[src/tmr8w_pkg.sv]
// package: register map, field layout, modes and state record of the 8-bit waveform timer
package tmr8w_pkg;
    localparam logic [1:0] ADDR_CTRL    = 2'h0;
    localparam logic [1:0] ADDR_COUNT   = 2'h1;
    localparam logic [1:0] ADDR_COMPARE = 2'h2;
    localparam logic [1:0] ADDR_AUX     = 2'h3;

    localparam int BIT_FOC      = 7;
    localparam int BIT_MODE_LO  = 6;
    localparam int BIT_COM_HI   = 5;
    localparam int BIT_COM_LO   = 4;
    localparam int BIT_MODE_HI  = 3;
    localparam int BIT_CS_HI    = 2;
    localparam int BIT_ASYNC    = 0;
    localparam int BIT_OVF      = 1;
    localparam int BIT_CMF      = 2;

    localparam logic [7:0] CTRL_RESET    = 8'h00;
    localparam logic [7:0] COUNT_RESET   = 8'h00;
    localparam logic [7:0] COMPARE_RESET = 8'h00;
    localparam logic [7:0] CNT_MAX       = 8'hFF;
    localparam logic [7:0] CNT_BOTTOM    = 8'h00;

    localparam logic [1:0] MODE_NORMAL = 2'h0;
    localparam logic [1:0] MODE_PHASE  = 2'h1;
    localparam logic [1:0] MODE_CTC    = 2'h2;
    localparam logic [1:0] MODE_FAST   = 2'h3;

    localparam int PRE_W = 10;
    localparam logic [PRE_W-1:0] PRE_MASK_1    = 10'h000;
    localparam logic [PRE_W-1:0] PRE_MASK_8    = 10'h007;
    localparam logic [PRE_W-1:0] PRE_MASK_32   = 10'h01F;
    localparam logic [PRE_W-1:0] PRE_MASK_64   = 10'h03F;
    localparam logic [PRE_W-1:0] PRE_MASK_128  = 10'h07F;
    localparam logic [PRE_W-1:0] PRE_MASK_256  = 10'h0FF;
    localparam logic [PRE_W-1:0] PRE_MASK_1024 = 10'h3FF;

    typedef struct packed {
        logic [7:0]       ctrl;
        logic [7:0]       cnt;
        logic [7:0]       ocr;
        logic [7:0]       ocr_buf;
        logic             down;
        logic             oc;
        logic             ovf;
        logic             cmf;
        logic             block;
        logic [PRE_W-1:0] pre;
        logic             async_sel;
        logic [2:0]       sync;
        logic             osc_lvl;
        logic             osc_prev;
        logic [7:0]       rdata;
    } tmr8w_state_t;
endpackage

[src/tmr8w_top.sv]
// module: 8-bit timer with compare channel, waveform output and prescaler
//
// Design decisions made here: the strobed register port and the register offsets.
`timescale 1ns/10ps
`default_nettype none

// Summary of operation
// sync: tick enables clock; async: oscillator edges
// forced compare works only in non-PWM modes
// software writes force bit zero in PWM
// forced compare applies current output action now
// forced compare sets no flag, no clear
// force bit always reads zero
// mode field selects normal, phase, CLEAR_ON_MATCH_MODE, fast
// compare buffering and overflow point per mode
// output mode nonzero overrides port pin
// non-PWM: disconnect, toggle, clear, set
// fast PWM: clear/set at match, inverse TOP
// phase PWM: up match one way, down other
// compare at TOP with high bit ignored; the code acts at TOP only when the output mode high bit is set
// clock select stop, direct, divided prescaler
// counter directly readable and writable
// counter write blocks next compare match
// compare register continuously matched with counter
// CLEAR_ON_MATCH_MODE compare below count wraps via 0xFF
// fast PWM counts up, wraps to bottom
// phase PWM up, turn at MAX without holding, down
// flag and CLEAR_ON_MATCH_MODE clear on next tick
module tmr8w_top (
    // clock and reset
    input  wire logic       clock,
    input  wire logic       srst,
    // register port
    input  wire logic [1:0] reg_addr,
    input  wire logic [7:0] reg_wdata,
    input  wire logic       reg_wr,
    input  wire logic       reg_rd,
    output logic      [7:0] reg_rdata,
    // oscillator pin for asynchronous operation
    input  wire logic       osc_pin,
    // port pin shared with the compare output
    input  wire logic       port_data,
    input  wire logic       port_dir,
    output logic            pin_out,
    output logic            pin_oe,
    // status levels
    output logic            overflow_flag,
    output logic            compare_match_flag
);
    tmr8w_pkg::tmr8w_state_t q, n;
    logic [1:0]                  mode;
    logic [1:0]                  com;
    logic                        pwm;
    logic                        src;
    logic                        tick;
    logic                        match;
    logic                        at_top;
    logic                        override;
    logic [tmr8w_pkg::PRE_W-1:0] mask;

    // output action; inv flips the meaning of the clear/set encodings
    function automatic logic oc_act(input logic [1:0] c, input logic cur,
                                    input logic tgl, input logic inv);
        oc_act = c[1] ? (c[0] ^ inv) : ((c[0] & tgl) ? ~cur : cur);
    endfunction

    function automatic logic is_pwm(input logic [1:0] m);
        is_pwm = (m == tmr8w_pkg::MODE_PHASE) || (m == tmr8w_pkg::MODE_FAST);
    endfunction

    ////////////////////////////////////////////////////////////////////////////
    always_comb begin
        mode     = {q.ctrl[tmr8w_pkg::BIT_MODE_HI], q.ctrl[tmr8w_pkg::BIT_MODE_LO]};
        com      = q.ctrl[tmr8w_pkg::BIT_COM_HI:tmr8w_pkg::BIT_COM_LO];
        pwm      = is_pwm(mode);
        override = (com != 2'h0);
        unique case (q.ctrl[tmr8w_pkg::BIT_CS_HI:0])
            3'h2:    mask = tmr8w_pkg::PRE_MASK_8;
            3'h3:    mask = tmr8w_pkg::PRE_MASK_32;
            3'h4:    mask = tmr8w_pkg::PRE_MASK_64;
            3'h5:    mask = tmr8w_pkg::PRE_MASK_128;
            3'h6:    mask = tmr8w_pkg::PRE_MASK_256;
            3'h7:    mask = tmr8w_pkg::PRE_MASK_1024;
            default: mask = tmr8w_pkg::PRE_MASK_1;
        endcase
        // async source: one step per settled rising edge of the oscillator pin
        src    = q.async_sel ? (q.osc_lvl & ~q.osc_prev) : 1'b1;
        tick   = src && (q.ctrl[tmr8w_pkg::BIT_CS_HI:0] != 3'h0)
                 && ((q.pre & mask) == mask);
        match  = (q.cnt == q.ocr) && !q.block;
        at_top = (q.cnt == tmr8w_pkg::CNT_MAX);

        n       = q;
        n.rdata = 8'h00;
        // three-stage sampler; level accepted once stages two and three agree
        n.sync  = {q.sync[1:0], osc_pin};
        if (q.sync[1] == q.sync[2]) begin
            n.osc_lvl = q.sync[2];
        end
        n.osc_prev = q.osc_lvl;
        if (src) begin
            n.pre = q.pre + 10'h001;
        end

        // write one clears; applied before the tick so a same-cycle set wins
        if (reg_wr && reg_addr == tmr8w_pkg::ADDR_AUX) begin
            n.ovf = q.ovf & ~reg_wdata[tmr8w_pkg::BIT_OVF];
            n.cmf = q.cmf & ~reg_wdata[tmr8w_pkg::BIT_CMF];
        end

        if (tick) begin
            n.block = 1'b0;
            unique case (mode)
                tmr8w_pkg::MODE_NORMAL, tmr8w_pkg::MODE_CTC: begin
                    // CLEAR_ON_MATCH_MODE with compare below count runs on through 0xFF
                    if (match && mode == tmr8w_pkg::MODE_CTC) begin
                        n.cnt = tmr8w_pkg::CNT_BOTTOM;
                    end else begin
                        n.cnt = q.cnt + 8'h01;
                    end
                    if (at_top) begin
                        n.ovf = 1'b1;
                    end
                    if (match) begin
                        n.cmf = 1'b1;
                        n.oc  = oc_act(com, q.oc, 1'b1, 1'b0);
                    end
                end
                tmr8w_pkg::MODE_FAST: begin
                    n.cnt = q.cnt + 8'h01;
                    if (match) begin
                        n.cmf = 1'b1;
                        n.oc  = oc_act(com, q.oc, 1'b0, 1'b0);
                    end
                    if (at_top) begin
                        n.ovf = 1'b1;
                        n.ocr = q.ocr_buf;
                        n.oc  = oc_act(com, q.oc, 1'b0, 1'b1);
                    end
                end
                tmr8w_pkg::MODE_PHASE: begin
                    if (!q.down && at_top) begin
                        n.down = 1'b1;
                        n.cnt  = q.cnt - 8'h01;
                    end else if (q.down && q.cnt == tmr8w_pkg::CNT_BOTTOM) begin
                        n.down = 1'b0;
                        n.cnt  = q.cnt + 8'h01;
                    end else begin
                        n.cnt = q.down ? q.cnt - 8'h01 : q.cnt + 8'h01;
                    end
                    if (q.cnt == tmr8w_pkg::CNT_BOTTOM) begin
                        n.ovf = 1'b1;
                    end
                    if (match) begin
                        n.cmf = 1'b1;
                    end
                    // compare at TOP with high bit set: skip the match, act at TOP
                    if (at_top && q.ocr == tmr8w_pkg::CNT_MAX && com[1]) begin
                        n.oc = oc_act(com, q.oc, 1'b0, 1'b1);
                    end else if (match) begin
                        n.oc = oc_act(com, q.oc, 1'b0, q.down);
                    end
                    if (at_top) begin
                        n.ocr = q.ocr_buf;
                    end
                end
                default: n.cnt = q.cnt;
            endcase
        end

        if (reg_wr) begin
            unique case (reg_addr)
                tmr8w_pkg::ADDR_CTRL: begin
                    n.ctrl = {1'b0, reg_wdata[6:0]};
                    // strobe: uses the output mode being written, no flag, no clear
                    if (reg_wdata[tmr8w_pkg::BIT_FOC]
                        && !is_pwm({reg_wdata[tmr8w_pkg::BIT_MODE_HI],
                                    reg_wdata[tmr8w_pkg::BIT_MODE_LO]})) begin
                        n.oc = oc_act(reg_wdata[tmr8w_pkg::BIT_COM_HI:tmr8w_pkg::BIT_COM_LO],
                                      n.oc, 1'b1, 1'b0);
                    end
                end
                tmr8w_pkg::ADDR_COUNT: begin
                    n.cnt   = reg_wdata;
                    n.block = 1'b1;
                end
                tmr8w_pkg::ADDR_COMPARE: begin
                    n.ocr_buf = reg_wdata;
                    if (!pwm) begin
                        n.ocr = reg_wdata;
                    end
                end
                tmr8w_pkg::ADDR_AUX: begin
                    n.async_sel = reg_wdata[tmr8w_pkg::BIT_ASYNC];
                end
                default: n.ctrl = n.ctrl;
            endcase
        end

        if (reg_rd) begin
            unique case (reg_addr)
                tmr8w_pkg::ADDR_CTRL:    n.rdata = {1'b0, q.ctrl[6:0]};
                tmr8w_pkg::ADDR_COUNT:   n.rdata = q.cnt;
                tmr8w_pkg::ADDR_COMPARE: n.rdata = q.ocr_buf;
                tmr8w_pkg::ADDR_AUX:     n.rdata = {5'h00, q.cmf, q.ovf, q.async_sel};
                default:                 n.rdata = 8'h00;
            endcase
        end
    end

    ////////////////////////////////////////////////////////////////////////////
    always_ff @(posedge clock) begin
        if (srst) begin
            q         <= '0;
            q.ctrl    <= tmr8w_pkg::CTRL_RESET;
            q.cnt     <= tmr8w_pkg::COUNT_RESET;
            q.ocr     <= tmr8w_pkg::COMPARE_RESET;
            q.ocr_buf <= tmr8w_pkg::COMPARE_RESET;
        end else begin
            q <= n;
        end
    end

    assign reg_rdata          = q.rdata;
    assign pin_out            = override ? q.oc : port_data;
    assign pin_oe             = port_dir;
    assign overflow_flag      = q.ovf;
    assign compare_match_flag = q.cmf;
endmodule

`default_nettype wire

[config.mk]
export PLATFORM = sky130hd
export DESIGN_NAME = tmr8w_top
export DESIGN_NICKNAME = d
export VERILOG_FILES = /design/src/tmr8w_pkg.sv /design/src/tmr8w_top.sv
export SDC_FILE = /design/constraint.sdc
export NUM_CORES = 1
export LEC_CHECK = 0
export CAP_MARGIN = 10
export CORE_AREA = 2 2 116 118
export DETAILED_ROUTE_END_ITERATION = 10
export DIE_AREA = 0 0 118 120
export DONT_BUFFER_PORTS = 1
export PLACE_DENSITY = 0.49
export SYNTH_ARGS = -nofsm -noshare
export SYNTH_HDL_FRONTEND = slang
export SYNTH_SLANG_ARGS = --single-unit
[constraint.sdc]
create_clock -name clock -period 2.5 [get_ports clock]
set_input_delay 0.5 -clock clock [delete_from_list [all_inputs] [get_ports clock]]
set_output_delay 0.5 -clock clock [all_outputs]
set_load 0.02 [all_outputs]
=== Word level (Yosys, flattened, before mapping) ===
Index checks and enable logic that the tools add are counted.

* $add $sub $neg: 3
* Multiply operators: 0
* Divide/modulo/power cells: 0
* Magnitude comparators: 0
* Equality and inequality tests: 19
* Shift operators: 0
* Muxes and demuxes: 41
* Bitwise logic cells: 12
* Reduce and logical (&&, ||, !) cells: 28

{| class="wikitable"
|+ Operators with widths
! kind !! number
|-
| 2-to-1 mux 8 bit || 8
|-
| case mux 10 bit (6 select lines) || 1
|-
| 2-to-1 mux 16 bit || 2
|-
| case mux 8 bit (4 select lines) || 1
|-
| 2-to-1 mux 24 bit || 1
|-
| case mux 8 bit (3 select lines) || 1
|-
| 2-to-1 mux 1 bit || 23
|-
| equality test 8 bit (second input constant) || 2
|-
| equality test 3 bit (second input constant) || 4
|-
| adder 10 x 1 -> 10 bit (second input constant) || 1
|-
| bitwise AND 10 bit || 1
|-
| equality test 10 bit || 1
|-
| equality test 2 bit (second input constant) || 5
|-
| logical AND 1 bit || 10
|-
| case mux 3 bit (3 select lines) || 1
|-
| adder 8 x 1 -> 8 bit (second input constant) || 1
|-
| equality test 8 bit || 1
|-
| logical NOT 8 bit || 1
|-
| subtractor 8 x 1 -> 8 bit (second input constant) || 1
|-
| NOT 1 bit || 7
|-
| equality test 2 x 1 -> 1 bit (second input constant) || 3
|-
| equality test 3 x 2 -> 1 bit (second input constant) || 2
|-
| AND reduction 2 bit || 3
|-
| OR reduction 2 bit || 3
|-
| 11 further kinds || 19
|}

* Register bits: 60
* Latch bits: 0
* RAM bits: 0
* Bits in read-only memories: 0
* Output and inout port bits: 12
* Memories kept: 0

=== Depth between registers and ports, before layout ===
Gate-level depths: netlist (run 1).

* Word-level depth: 12
* Mapped depth: 10
* Mapped depth without buffers: 9

=== Worst setup path after synthesis (run 1) ===
Ideal clock, no wire load.

* Path type: flip-flop to flip-flop
* Start point: register q[50] in the netlist's numbering
* End point: register q[50] in the netlist's numbering
* Arrival time: 2306 ps
* Path slack: 103 ps
* Cell stages (with the launch flop): 10
* Path buffers: 2
* Path through: dfxtp_1 > buf_6 > or4_4 > or3_1 > buf_6 > o211a_4 > a21oi_4 > a22oi_2 > or3_1 > a311oi_1

* Longest elaborated chain between the ends: 8

{| class="wikitable"
|+ RTL lines
! item !! RTL line !! RTL
|-
| start: declaration || tmr8w_top.sv:50 || <nowiki>tmr8w_pkg::tmr8w_state_t q, n;</nowiki>
|-
| start signal: assignment || tmr8w_top.sv:220 || <nowiki>q <= n;</nowiki>
|-
| adder 8 x 1 -> 8 bit, or another cell as far along || -- ||
|-
| 2-to-1 mux 8 bit, or another cell as far along || tmr8w_top.sv:149 || <nowiki>n.cnt = q.down ? q.cnt - 8'h01 : q.cnt + 8'h01;</nowiki>
|-
| 2-to-1 mux 8 bit or logical AND 1 bit (tied branches) || tmr8w_top.sv:145, tmr8w_top.sv:116 ||
|-
| 2-to-1 mux 8 bit (on tied branches) || tmr8w_top.sv:142, tmr8w_top.sv:116 ||
|-
| case mux 8 bit (3 select lines) || tmr8w_top.sv:113 || <nowiki>unique case (mode)</nowiki>
|-
| 2-to-1 mux 16 bit (*) || tmr8w_top.sv:111 || <nowiki>if (tick) begin</nowiki>
|-
| 2-to-1 mux 8 bit || tmr8w_top.sv:172 || <nowiki>unique case (reg_addr)</nowiki>
|-
| 2-to-1 mux 24 bit (*) || tmr8w_top.sv:171 || <nowiki>if (reg_wr) begin</nowiki>
|}

Every way passes the cells marked *; elsewhere a longest branch is shown, timed or not.
A chain may end at the register's enable or synchronous reset.

=== Final worst setup path (run 1) ===
* Start point: register q[48] in the netlist's numbering
* End point: register q[50] in the netlist's numbering

* Longest elaborated chain between the ends: 8

{| class="wikitable"
|+ RTL lines
! item !! RTL line
|-
| adder 8 x 1 -> 8 bit, or another cell as far along || --
|-
| 2-to-1 mux 8 bit, or another cell as far along || tmr8w_top.sv:149
|-
| 2-to-1 mux 8 bit or logical AND 1 bit (tied branches) || tmr8w_top.sv:145, tmr8w_top.sv:116
|-
| 2-to-1 mux 8 bit (on tied branches) || tmr8w_top.sv:142, tmr8w_top.sv:116
|-
| case mux 8 bit (3 select lines) (*) || tmr8w_top.sv:113
|-
| 2-to-1 mux 16 bit (*) || tmr8w_top.sv:111
|-
| 2-to-1 mux 8 bit || tmr8w_top.sv:172
|-
| 2-to-1 mux 24 bit (*) || tmr8w_top.sv:171
|}

Marks and branches as above.

==> flow_summary.ini, run 1 <==
[clocking]
cts_tree = built
clk_pin_slew_ns = 0.05
cts.sinks = 60
cts_buffers = 9
cts_buffer_depth = 2
clkLatencyLatePin_ns = 0.34
htreeDepth = 3
postCtsSetupRepairBufs = 0
root_buffer = clkbuf_16

[worst_setup_path]
critPathLaunch = q[48]
critPathArrivalTime_ns = 2.62
max_stage_delay_ns = 0.54
worstSetupEndpointType = flop
worst-path-max-fanout = 4
r2r_start = q[48]
path_cells = or4_4 > or3_1 > o211a_4 > a21oi_4 > a22oi_2 > or3_1 > a311oi_1
slowest_stage = or4_4
critPathMostFrequentCell = or3_1
cp.required_ns = 2.74
cp-start-kind = flop
worstPathBufferInverterCount = 0
path_class = flop to flop
cp_top_family = simple AND/OR/NAND/NOR gates

[grt]
track_usage = 0.142
grt_pass1_wl_um = 15700
grt-ovfl-total = 0
antenna_found_initial = 0
grt_max_degree = 55
first_global_vias = 2784

[pwr]
fin_total_pwr_mw = 2.59
vdd_drop_max_uv = 271
p_per_area_nw_per_um2 = 680
p_leak_nw = 1.39

[placed_design]
place_inst = 563
dpl-instance-area_um2 = 3490
place.gp.congestion = 0.884
dp_hpwl_um = 7010
place.port_buffers = 0

[logic_synthesis]
ys_types = 57
syn_area_um2 = 3320
ys.flop_type = dfxtp_1
syn_inst = 405
yosys_warnings = 0
synth_edf_count = 0
synthArstFlopShare = 0
ys_ff_latch = 60
seq_area_frac_synth = 0.362
avgSynthCellArea_um2 = 8.19
syn-num-nets = 426

[timing]
slew_headroom = 0.570
tns_ns = 0
setup-violations-final = 0
skew_ns = 0.00612
period_needed_ns = 2.37
final_max_slew_viol_count = 0
grt_setup_unrepaired = no
hold_slack_ns = 0.228
finalHoldViolations = 0
fmax_mhz = 421
period_share = 0.949
worst_pin_slew_ns = 0.639

[finish]
fin_area_um2 = 3810
mostFrequentLayoutCell = dfxtp_1
multi_input_area_um2 = 1910
register_area_um2 = 1200
stdcell_count = 579
nets = 419
syn_to_final_growth_pct = 14.9
final_layout_size_suffix_gt1_frac = 0.117
layout_common_cells = dfxtp_1 (60), nor2_1 (56), nand2_1 (42)
n_antenna_cell = 0
fillCellCount = 1376

[routing]
drcViolationCount = 0
wl_um = 9720
drtPass1Iterations = 5
post_drt_wl_per_cell_um = 16.8
dr.first_iter.drc_count = 230
vias = 2972
vias_per_cell = 5.13
antenna_left = 0

[flow_run]
maxCapViolCount = 0

[die]
fp.dieW_um = 118
io_pins = 29
die_h_um = 120
start_util = 0.256
rows = 42
dieArea_um2 = 14200
coreArea_um2 = 13000

[min_path]
hp-class = input port to flop
hold_start = srst

[status]
status = completed
[sequential cells by signal (all words and copies together), names as in the netlist]
name,cells
q,43
mode,2
com,2
overflow_flag,1
compare_match_flag,1
n,3
reg_rdata,8
[cell type report]
cell class	count	share of cell area
Sequential cell	60	0.315
Inverter	7	0.00689
Multi-Input combinational cell	302	0.501
Clock buffer	12	0.0646
Tap cell	176	0.0577
Clock inverter	4	0.0190
Timing Repair Buffer	18	0.0354
[path summary, 6_finish.rpt]
check                           slack, ns  cells past startpoint     to
worst min register to register       0.45                      1  n[12]
worst max-delay path                 0.13                      7  q[50]
worst max register to register       0.13                      7  q[50]
worst min-delay path                 0.23                      1  n[11]
[report_power, final]
part	switching, mW	internal, mW
logic	0.129	0.101
registers	0.0373	0.990
clock network	0.439	0.897
[routing by layer]
layer  up-vias  global-route usage  share of wire
met5         -                   0              0
met4         0              0.0761          0.030
met3        23              0.0337          0.061
met2       100               0.224           0.46
met1      1419               0.181           0.45
li1       1430                   -              -
[per-stage QoR]
step | worst slack (ns) | utilization
finish | 0.126 | 0.294
global route | 0.0130 | 0.294
CTS | 0.127 | 0.293
detailed placement | 0.143 | 0.269
floorplan | 0.103 | -
global placement | 0.148 | 0.269
[synth_stat cells (5+ instances only)]
master,number,area share
a311oi_1,6,0.016
nand3_1,12,0.018
nor2_1,56,0.063
nand2_1,42,0.048
xnor2_1,5,0.013
a211oi_1,9,0.020
dfxtp_1,60,0.36
nand4_1,10,0.019
mux2i_1,20,0.060
or3_1,5,0.0094
clkbuf_1,20,0.023
nand2b_1,6,0.011
a21oi_1,27,0.041
o21ai_0,12,0.018
nor2b_1,11,0.021
buf_4,9,0.020
xor2_1,11,0.029
and3_1,7,0.013
inv_1,7,0.0079
[cells by family (layout without fill, tap and decap cells)]
family                   after synthesis  in the layout  synth area share
AO/OA/AOI/OAI                         90             90             0.191
multiplexers                          24             24            0.0841
buffers and inverters                 43             41            0.0641
AND/OR/NAND/NOR                      168            168             0.242
adder cells (fa/ha/maj)                4              4            0.0151
XOR/XNOR                              16             16            0.0422
flip-flops                            60             60             0.362
[repair_timing]
action / CTS / global route
gates resized for setup: 0 / 2
endpoints found under the setup margin: 0 / 2
hold buffers: 0 / 0
Note: power is estimated with default switching activity, not from simulation.
==> inputs of run 2 (changes only) <==
--- a/config.mk
+++ b/config.mk
@@ -10,7 +10,7 @@
 export DETAILED_ROUTE_END_ITERATION = 10
 export DIE_AREA = 0 0 118 120
 export DONT_BUFFER_PORTS = 1
-export PLACE_DENSITY = 0.49
+export PLACE_DENSITY_LB_ADDON = 0.3
 export SYNTH_ARGS = -nofsm -noshare
 export SYNTH_HDL_FRONTEND = slang
 export SYNTH_SLANG_ARGS = --single-unit
==> run 2 against run 1 <==
Combinational power about the same. Sequential share of layout area increased by 0.50 points. Setup slack improved by 0.00072 ns. Critical path type unchanged. Die area unchanged. Via count decreased by 2.7%. Register-to-register slack about the same. Total power decreased by 7.5%. Maximum frequency about the same. Hold slack improved by 0.017 ns. Clock power decreased by 15%. Count of clock-buffer cells in the layout decreased by 2. Core utilization decreased by 0.46 points. Highest routed layer unchanged.
==> flow_summary.ini, run 2 (synthesis gave the netlist of run 1 again) <==
[finish]
mostFrequentLayoutCell = dfxtp_1
final_layout_size_suffix_gt1_frac = 0.118
nets = 415
layout_common_cells = dfxtp_1 (60), nor2_1 (56), nand2_1 (42)
stdcell_count = 575
fin_area_um2 = 3750
n_antenna_cell = 0
largest_reg_flops = 43
syn_to_final_growth_pct = 13.1
regMostFlops = q

[clocking]
clkLatencyLatePin_ns = 0.33
cts.sinks = 60
cts_tree = built
cts_buffer_depth = 2
postCtsSetupRepairBufs = 0
clk_pin_slew_ns = 0.06
cts-resized-gates = 0
holdBufCountCts = 0
cts_buffers = 9
root_buffer = clkbuf_16
htreeDepth = 3

[routing]
dr.first_iter.drc_count = 233
wl_um = 9520
antenna_left = 0
vias = 2891
drtPass1Iterations = 5
vias_per_cell = 5.03
post_drt_wl_per_cell_um = 16.6
drcViolationCount = 0

[status]
status = completed

[timing]
skew_ns = 0.00767
final_max_slew_viol_count = 0
worst_pin_slew_ns = 0.633
fmax_mhz = 421
setup-violations-final = 0
finalHoldViolations = 0
layout_setup_ws_ns = 0.127
tns_ns = 0
period_share = 0.949
grt_setup_unrepaired = no
period_needed_ns = 2.37
slew_headroom = 0.574

[placed_design]
place.port_buffers = 0
dp_slack_ns = 0.106
dp_hpwl_um = 6840
place_inst = 559
place.gp.congestion = 0.937
dpl-instance-area_um2 = 3460

[die]
fp.dieW_um = 118
die_h_um = 120
dieArea_um2 = 14200
io_pins = 29
coreArea_um2 = 13000
rows = 42
start_util = 0.256

[grt]
grt-ovfl-total = 0
antenna_found_initial = 0
track_usage = 0.136
grt_pass1_wl_um = 15300
first_global_vias = 2772
grt_max_degree = 55

[worst_setup_path]
worstSetupEndpointType = flop
critPathArrivalTime_ns = 2.62
timing.rr.end = q[50]
r2r_start = q[48]
path_class = flop to flop
cp-start-kind = flop
worst-path-max-fanout = 6
rr_worst_depth = 7
rrSetupSlack_ns = 0.13
cp.required_ns = 2.75

[pwr]
p_clk_frac = 0.477
vdd_drop_max_uv = 293
switching_share = 0.257
p_per_area_nw_per_um2 = 639
intPower_mw = 1.78
netSwitchingPower_uw = 616
comb_power_share = 0.095
p_leak_nw = 1.35
p_seq_frac = 0.428

[min_path]
hold_start = srst
min_to = q[31]
whs_path_depth = 1
hp-class = input port to flop

[flow_run]
maxCapViolCount = 0
## run 2: cell count changes in the layout (fill, tap and decap cells not counted)
cell,change
clkinv_2,+2
buf_4,-4
clkinvlp_4,+1
bufinv_16,-2
a311oi_2,+1
inv_6,+1
or3_4,+1
a311oi_1,-1
clkbuf_1,-2
or3_1,-1
## run 2: worst max path at each step
stage / from / to / slack [ns] / depth (start not counted)
2_1_floorplan: q[50] / q[50] / 0.10 / 9
3_3_place_gp: q[48] / q[50] / 0.12 / 7
3_5_place_dp: q[48] / q[50] / 0.11 / 7
4_1_cts: q[48] / q[50] / 0.09 / 7
5_1_grt: q[47] / q[52] / 0.003 / 7
6_report: q[48] / q[50] / 0.13 / 7
## run 2: worst max-delay path, cell delays in order (launching register included)
cell	delay (ns)
dfxtp_1	0.31
or4_4	0.55
or3_4	0.42
o211a_4	0.19
a21oi_4	0.18
a22oi_2	0.07
or3_1	0.33
a311oi_2	0.25
## run 2: area by class of cell
type | instances | area, um2
Fill cell | 1400 | 9230
Multi-Input combinational cell | 302 | 1920
Sequential cell | 60 | 1200
Clock buffer | 10 | 239
Tap cell | 176 | 220
Timing Repair Buffer | 14 | 105
Clock inverter | 6 | 38.8
Inverter | 7 | 26.3
## run 2: power groups by stage
stage	clock, mW	sequential [mW]	combinational [mW]
after floorplan	0	1.03	0.194
after global placement	0	1.05	0.222
after detailed placement	0	1.05	0.221
after CTS	1.17	1.03	0.223
after global routing	1.21	1.03	0.251
final	1.14	1.03	0.229
## run 2: metal layers
layer / global-route usage / wire length, um / share of wire
met1: 0.181 / 4330 / 0.45
met2: 0.218 / 4470 / 0.47
met3: 0.0271 / 565 / 0.059
met4: 0.0512 / 152 / 0.016
met5: 0 / 0 / 0
## run 2: per-stage QoR
step	total power [mW]	utilization	hold slack, ns
finish	2.40	0.289	0.246
CTS	2.42	0.288	0.235
global placement	1.27	0.266	0.432
detailed placement	1.27	0.266	0.427
global route	2.49	0.289	0.238
floorplan	1.22	-	0.414
